==> src/dfm_pkg.sv <==
// Package with mode-register addresses, field positions and reset values.
package dfm_pkg;
    localparam int ADDR_W = 6;
    localparam int DATA_W = 8;
    localparam logic [5:0] ADDR_TRAIN_CTRL = 6'h0D;
    localparam logic [5:0] ADDR_DQ_REF = 6'h0E;
    // Training and set-point control bit positions.
    localparam int BIT_CMD_TRAIN = 0;
    localparam int BIT_PREAMBLE = 1;
    localparam int BIT_REF_OUT = 2;
    localparam int BIT_FAST_SETTLE = 3;
    localparam int BIT_RATE_OPT = 4;
    localparam int BIT_MASK_DIS = 5;
    localparam int BIT_ACCESS_SP = 6;
    localparam int BIT_OPER_SP = 7;
    // DQ reference field layout.
    localparam int REF_LEVEL_W = 6;
    localparam int BIT_REF_RANGE = 6;
    localparam logic [7:0] TRAIN_CTRL_RESET = 8'h00;
    // Default level 011101b, range 1.
    localparam logic [6:0] DQ_REF_RESET = 7'h5D;
    localparam logic [2:0] RATE_CODE_1 = 3'h1;
    localparam logic [2:0] RATE_CODE_2 = 3'h2;
    localparam logic [2:0] RATE_CODE_3 = 3'h3;
    typedef enum logic [1:0] {
        CMD_NONE = 2'b00,
        CMD_WRITE = 2'b01,
        CMD_READ = 2'b10
    } dfm_cmd_t;
endpackage

==> src/dfm_mode_registers.sv <==
// Mode-register bank for training control and DQ reference setting.
// Operation
// - Writing bit 0 of training control enters command bus training.
// - Training with CKE low ignores commands, mirrors CA inputs onto DQ.
// - Bit 2 set drives internal reference levels onto DQ pins.
// - Reference output shows the operating set point's values, with CA level bit 0 in bit 7.
// - Bit 3 selects high-current fast-settling reference mode.
// - Option bit clear disables refresh codes 001 and 010.
// - Disabled codes are reported as 011 instead.
// - Option bit matters only when device-info bit 0 is one.
// - Bit 5 zero enables data masking; default zero.
// - Duplicated registers accessed only through the access set point copy.
// - Device operates only from operating set point copy.
// - Reference field write goes to set point chosen by bit 6.
// - Read of DQ reference drives eight bits, reserved zero.
// - Range bit persists until overwritten or reset.
`timescale 1ns/1ns
`default_nettype none
module dfm_mode_registers
    import dfm_pkg::*;
(
    input wire logic clk_sys,
    input wire logic resetn,
    input wire logic cmdValid,
    input wire logic cmdWrite,
    input wire logic [ADDR_W-1:0] cmdAddr,
    input wire logic [DATA_W-1:0] cmdData,
    input wire logic cke,
    input wire logic [5:0] caIn,
    input wire logic [2:0] rawRefreshCode,
    input wire logic infoBit0,
    input wire logic [5:0] caRefLevel,
    output logic [DATA_W-1:0] dqOut,
    output logic dqOutValid,
    output logic cmdTrainActive,
    output logic cmdIgnore,
    output logic preambleTrainEn,
    output logic refOutEn,
    output logic fastSettleEn,
    output logic maskEnable,
    output logic operSetPoint,
    output logic accessSetPoint,
    output logic [2:0] refreshCode,
    output logic [REF_LEVEL_W-1:0] dqRefLevel,
    output logic dqRefRange
);
    // ===========================================================
    // State
    typedef struct packed {
        logic [DATA_W-1:0] ctrl;
        logic [DATA_W-1:0] dq;
        logic dqValid;
        logic [2:0] ckeSync;
    } dfm_state_t;
    dfm_state_t state_q;
    dfm_state_t state_d;

    logic ckeLow;
    logic cmdTaken;
    logic refWrite;
    logic [6:0] accessValue;
    logic [6:0] operValue;

    // CKE is a pin; it counts as low once the second and third stages both read low.
    assign ckeLow = !state_q.ckeSync[1] && !state_q.ckeSync[2];
    assign cmdTrainActive = state_q.ctrl[BIT_CMD_TRAIN];
    // Commands are dropped while training holds the bus with CKE low.
    assign cmdIgnore = cmdTrainActive && ckeLow;
    assign cmdTaken = cmdValid && !cmdIgnore;
    assign refWrite = cmdTaken && cmdWrite && cmdAddr == ADDR_DQ_REF;

    // ===========================================================
    // Submodules
    dfm_setpoint_pair #(.W(7)) uPair (
        .clk_sys(clk_sys),
        .resetn(resetn),
        .wrEn(refWrite),
        .accessSel(state_q.ctrl[BIT_ACCESS_SP]),
        .operSel(state_q.ctrl[BIT_OPER_SP]),
        .wrData(cmdData[6:0]),
        .accessValue(accessValue),
        .operValue(operValue)
    );

    dfm_status_filter uFilter (
        .rawCode(rawRefreshCode),
        .rateOptEn(state_q.ctrl[BIT_RATE_OPT]),
        .infoBit0(infoBit0),
        .reportCode(refreshCode)
    );

    // ===========================================================
    // Next state
    always_comb begin
        state_d = state_q;
        state_d.ckeSync = {state_q.ckeSync[1:0], cke};
        state_d.dqValid = 1'b0;
        if (cmdTaken && cmdWrite && cmdAddr == ADDR_TRAIN_CTRL) begin
            state_d.ctrl = cmdData;
        end
        if (cmdTaken && !cmdWrite && cmdAddr == ADDR_DQ_REF) begin
            state_d.dq = {1'b0, accessValue};
            state_d.dqValid = 1'b1;
        end else if (cmdIgnore) begin
            state_d.dq = {2'b00, caIn};
            state_d.dqValid = 1'b1;
        end else if (state_q.ctrl[BIT_REF_OUT]) begin
            // Bits 5:0 carry DQ level, range in bit 6; bit 7 carries CA level bit 0.
            state_d.dq = {1'b0, operValue};
            state_d.dq[7] = caRefLevel[0];
            state_d.dqValid = 1'b1;
        end
    end

    always_ff @(posedge clk_sys) begin
        if (!resetn) begin
            state_q.ctrl <= TRAIN_CTRL_RESET;
            state_q.dq <= '0;
            state_q.dqValid <= 1'b0;
            state_q.ckeSync <= 3'h0;
        end else begin
            state_q <= state_d;
        end
    end

    // ===========================================================
    // Outputs
    assign dqOut = state_q.dq;
    assign dqOutValid = state_q.dqValid;
    assign preambleTrainEn = state_q.ctrl[BIT_PREAMBLE];
    assign refOutEn = state_q.ctrl[BIT_REF_OUT];
    assign fastSettleEn = state_q.ctrl[BIT_FAST_SETTLE];
    assign maskEnable = !state_q.ctrl[BIT_MASK_DIS];
    assign operSetPoint = state_q.ctrl[BIT_OPER_SP];
    assign accessSetPoint = state_q.ctrl[BIT_ACCESS_SP];
    assign dqRefLevel = operValue[REF_LEVEL_W-1:0];
    assign dqRefRange = operValue[BIT_REF_RANGE];

    // ===========================================================
    // Checks
    a_train_enter: assert property (@(posedge clk_sys) disable iff (!resetn)
        (cmdTaken && cmdWrite && cmdAddr == ADDR_TRAIN_CTRL && cmdData[BIT_CMD_TRAIN])
        |=> cmdTrainActive) else $error("Training bit not set.");
    a_ca_mirror: assert property (@(posedge clk_sys) disable iff (!resetn)
        (cmdIgnore && !(cmdValid && !cmdWrite)) |=> dqOut == {2'b00, $past(caIn)} && dqOutValid)
        else $error("CA not mirrored on DQ.");
    a_ignore_cmd: assert property (@(posedge clk_sys) disable iff (!resetn)
        (cmdIgnore && cmdValid) |=> $stable(state_q.ctrl))
        else $error("Command taken while ignored.");
    a_fast_settle: assert property (@(posedge clk_sys) disable iff (!resetn)
        (cmdTaken && cmdWrite && cmdAddr == ADDR_TRAIN_CTRL)
        |=> fastSettleEn == $past(cmdData[BIT_FAST_SETTLE]))
        else $error("Fast settle not following write.");
    a_mask_enable: assert property (@(posedge clk_sys) disable iff (!resetn)
        (cmdTaken && cmdWrite && cmdAddr == ADDR_TRAIN_CTRL)
        |=> maskEnable == !$past(cmdData[BIT_MASK_DIS]))
        else $error("Mask polarity wrong.");
    a_rate_filter: assert property (@(posedge clk_sys) disable iff (!resetn)
        (infoBit0 && !state_q.ctrl[BIT_RATE_OPT]
        && (rawRefreshCode == RATE_CODE_1 || rawRefreshCode == RATE_CODE_2))
        |-> refreshCode == RATE_CODE_3) else $error("Disabled code reported.");
    a_rate_enabled: assert property (@(posedge clk_sys) disable iff (!resetn)
        (infoBit0 && state_q.ctrl[BIT_RATE_OPT]) |-> refreshCode == rawRefreshCode)
        else $error("Enabled code altered.");
    a_rate_indep: assert property (@(posedge clk_sys) disable iff (!resetn)
        !infoBit0 |-> refreshCode == rawRefreshCode)
        else $error("Status depends on option without info bit.");
    a_read_back: assert property (@(posedge clk_sys) disable iff (!resetn)
        (refWrite ##1 (cmdValid && !cmdIgnore && !cmdWrite && cmdAddr == ADDR_DQ_REF
        && $stable(accessSetPoint))) |=> dqOut == {1'b0, $past(cmdData[6:0], 2)} && !dqOut[7])
        else $error("Read-back differs from written value.");
    a_preamble_reset: assert property (@(posedge clk_sys)
        $rose(resetn) |-> !preambleTrainEn) else $error("Preamble not clear at reset.");
endmodule
`default_nettype wire

==> src/dfm_setpoint_pair.sv <==
// Two set-point copies of the DQ reference setting.
`timescale 1ns/1ns
`default_nettype none
module dfm_setpoint_pair
    import dfm_pkg::*;
#(
    parameter int W = 7
) (
    input wire logic clk_sys,
    input wire logic resetn,
    input wire logic wrEn,
    input wire logic accessSel,
    input wire logic operSel,
    input wire logic [W-1:0] wrData,
    output logic [W-1:0] accessValue,
    output logic [W-1:0] operValue
);
    typedef struct packed {
        logic [1:0][W-1:0] copy;
    } dfm_pair_state_t;
    dfm_pair_state_t state_q;
    dfm_pair_state_t state_d;

    always_comb begin
        state_d = state_q;
        if (wrEn) begin
            state_d.copy[accessSel] = wrData;
        end
    end

    always_ff @(posedge clk_sys) begin
        if (!resetn) begin
            state_q.copy[0] <= W'(DQ_REF_RESET);
            state_q.copy[1] <= W'(DQ_REF_RESET);
        end else begin
            state_q <= state_d;
        end
    end

    assign accessValue = state_q.copy[accessSel];
    assign operValue = state_q.copy[operSel];

    a_inactive_copy_kept: assert property (@(posedge clk_sys) disable iff (!resetn)
        (wrEn && accessSel != operSel) |=> $stable(operValue) || $changed(operSel))
        else $error("Write to inactive set point disturbed operating copy.");
endmodule
`default_nettype wire

==> src/dfm_status_filter.sv <==
// Refresh-rate code filter for the temperature status field.
`timescale 1ns/1ns
`default_nettype none
module dfm_status_filter
    import dfm_pkg::*;
(
    input wire logic [2:0] rawCode,
    input wire logic rateOptEn,
    input wire logic infoBit0,
    output logic [2:0] reportCode
);
    always_comb begin
        reportCode = rawCode;
        if (infoBit0 && !rateOptEn) begin
            if (rawCode == RATE_CODE_1 || rawCode == RATE_CODE_2) begin
                reportCode = RATE_CODE_3;
            end
        end
    end
endmodule
`default_nettype wire
==> config.mk <==
export PLATFORM = sky130hd
export DESIGN_NAME = dfm_mode_registers
export DESIGN_NICKNAME = d
export VERILOG_FILES = /design/src/dfm_pkg.sv /design/src/dfm_mode_registers.sv /design/src/dfm_setpoint_pair.sv /design/src/dfm_status_filter.sv
export SDC_FILE = /design/constraint.sdc
export NUM_CORES = 1
export LEC_CHECK = 0
export BUFFER_PORTS_ARGS = -buffer_cell sky130_fd_sc_hd__buf_2
export CAP_MARGIN = 25
export CORE_AREA = 2 2 61 63
export CTS_CLUSTER_DIAMETER = 200
export DETAILED_ROUTE_END_ITERATION = 10
export DIE_AREA = 0 0 63 65
export PLACE_DENSITY = 0.8
export SLEW_MARGIN = 20
export SYNTH_ARGS = -nofsm -noshare
export SYNTH_HDL_FRONTEND = slang
export SYNTH_SLANG_ARGS = --single-unit
==> constraint.sdc <==
create_clock -name clk_sys -period 4.25 [get_ports clk_sys]
set_input_delay 1.0625 -clock clk_sys [delete_from_list [all_inputs] [get_ports clk_sys]]
set_output_delay 1.0625 -clock clk_sys [all_outputs]
set_load 0.05 [all_outputs]
==> out/summary.txt <==
Ys Warns = 0
worst setup margin = 1.36 ns
Worst Reg2Reg Path Length in Cells = 4
Starting Density = 0.486
hold_buf cts = 0
crit-path cells = buf_2, nor3b_1, a21o_1, buf_2
Final min period = 2.89 ns
final hold slack = 0.443 ns
post-route DRC violation count = 0
Leak = 0.801 nW
number of global-route vias before repair = 1,269
total power draw = 0.552 mW
first-pass GRT wire length = 5.44 mm
Final Util = 0.569
CP Launch Type = input port
CP endpoint kind = primary output
max_slew headroom = 0.477
Detailed Route WL = 3.42 mm
status = completed
CTS Sinks = 34
CTS resizes = 0
Root Buffer = clkbuf_4
WP data required = 3.19 ns
R2R Setup Slk = 2.32 ns
Crit path buffers/inverters = 2
number of instances in the placed design = 251
Finished Layout Cells = 259
DP HPWL = 2.49 mm
CP arrival = 1.83 ns
IO Count = 62
# rows = 22
CP endpoint = refreshCode[1]
DRT iter0 DRCs = 54
hold crit path type = reg2reg
final setup vio count = 0
via count = 1,335
Distinct cells, synth = 31
CTS clock-pin slew for the worst setup and hold paths = 0.09 ns
Post-Syn Nets = 200
critical path type = in2out
DR WL/cell = 13.2 µm
die span in x = 63 µm
CTS buffer count = 5
worst slew pin tran = 0.783 ns
period utilisation layout = 0.680
Die Span Y = 65 µm
Max FO, Critical Path = 2
RSZ-0062 raised after global routing = no
Crit path top cell by count = buf_2
reg2reg start = accessSetPoint$_SDFFE_PN0P_
Power Density = 277 nW/µm²
most frequent cells in the layout = buf_2 (56), dfxtp_1 (34), mux2i_1 (30)
slowest cell delay on critical path = 0.25 ns
delay-heaviest family, CP = buffers and inverters
die area = 4100 µm²
beginning of the critical path = rawRefreshCode[2]
antenna violations before repair = 0
worst slack, placed = 1.35 ns
sequential cell area fraction in the yosys report = 0.401
commonest non-fill, non-tap cell in the layout = buf_2
Nets = 245
max-slew violation count = 0
Final Instance Area = 1990 µm²
maximum clock path buffer count = 2
fraction of layout cells with a size suffix above 1 = 0.355
Mapped Area = 1700 µm²
Total GRT Usage = 0.170
Synth-to-Final Area Change = 17.2%
Hold Violations, Final = 0
Crit-path slowest cell = nor3b_1
worst vdd ir = 0.225 mV
final setup TNS = 0 ns
GPL Wtd Cong = 0.752
Worst-Skew Late Latency = 0.33 ns
first drt pass iteration count = 4
worst hold path stage count = 1
total of max-cap violations = 0
syn avg cell area = 10.3 µm²
Synth Instances = 165
Clock Skew = 0.0105 ns
Placed Area = 1930 µm²
CP Depth = 4
ant diodes = 0
setup bufs post-CTS = 0
Peak Freq = 346 MHz
global route overflow = 0
largest net degree at the start of global routing = 34
FF+latch count, synth = 34
Core Box Area = 3500 µm²
r2r endpoint = uPair.state_q[7]$_SDFFE_PN1P_
CTS tree = built
Via density = 5.15
I/O Buffers = 56
post-route ant nets = 0
H-tree depth = 2
## worst min-delay path by stage
stage	endpoint	from
after floorplan	state_d[2]$_SDFF_PN0_	state_d[1]$_SDFF_PN0_
after global placement	state_d[2]$_SDFF_PN0_	state_d[1]$_SDFF_PN0_
after detailed placement	state_d[2]$_SDFF_PN0_	state_d[1]$_SDFF_PN0_
after CTS	state_d[2]$_SDFF_PN0_	state_d[1]$_SDFF_PN0_
after global routing	state_d[2]$_SDFF_PN0_	state_d[1]$_SDFF_PN0_
final	state_d[2]$_SDFF_PN0_	state_d[1]$_SDFF_PN0_
## synth_stat cells
cell type  count  area, µm²
buf_6          1       11.3
and2_1         5       31.3
nand3_1        1       5.00
nor2b_1       12       75.1
nor3b_1        2       15.0
nand2_2        1       6.26
a211oi_1       7       52.6
nor4_4         2       42.5
nor3_1         1       5.00
nand4bb_1      1       11.3
nand2_1       11       41.3
nand3b_1       1       7.51
a21oi_1        7       35.0
nor4b_2        1       15.0
nand4b_1       1       8.76
or4_1          1       7.51
clkbuf_1       6       22.5
o21a_1         6       45.0
nor2_1         2       7.51
buf_4          8       60.1
o221a_1        6       67.6
and4b_1        1       10.0
inv_1          2       7.51
or2_1          1       6.26
a211o_1        1       8.76
dfxtp_1       34        681
mux2i_1       30        300
inv_2          1       3.75
mux2_2         7       78.8
buf_2          3       15.0
a21o_1         2       15.0
## cell type report
| type | count | area (µm²) |
|---|---|---|
| inverters | 3 | 11.3 |
| repair buffers | 56 | 280 |
| clock inverters | 1 | 5.00 |
| flip-flops and latches | 34 | 681 |
| clock buffers | 7 | 55.1 |
| multi-input cells | 110 | 898 |
| well taps | 48 | 60.1 |
| fillers | 339 | 1510 |
## report_power, final
part | internal, mW | switching (mW) | total [mW]
clock | 0.0801 | 0.105 | 0.185
combinational | 0.0187 | 0.0275 | 0.0462
sequential | 0.320 | 0.000914 | 0.321
total | 0.419 | 0.133 | 0.552
## sequential cells by signal (all words and copies together) (netlist names)
signal and count:
uPair.state_q 14, dqOut 8, state_q 3, state_d 2, accessSetPoint 1, cmdTrainActive 1, dqOutValid 1, fastSettleEn 1
operSetPoint 1, preambleTrainEn 1, refOutEn 1
## layer usage
| layer | wire length, µm | global-route usage |
|---|---|---|
| met4 | 29 | 0.0833 |
| met1 | 1610 | 0.197 |
| met3 | 190 | 0.0417 |
| met5 | 0 | 0 |
| met2 | 1590 | 0.291 |
## logic make-up after synthesis
family | count (synthesis) | synth area share
AND/OR/NAND/NOR | 44 | 0.174
multiplexers | 37 | 0.223
flip-flops | 34 | 0.401
AO/OA/AOI/OAI | 29 | 0.132
buffers and inverters | 21 | 0.0707
Note: power is estimated with default switching activity, not from simulation.
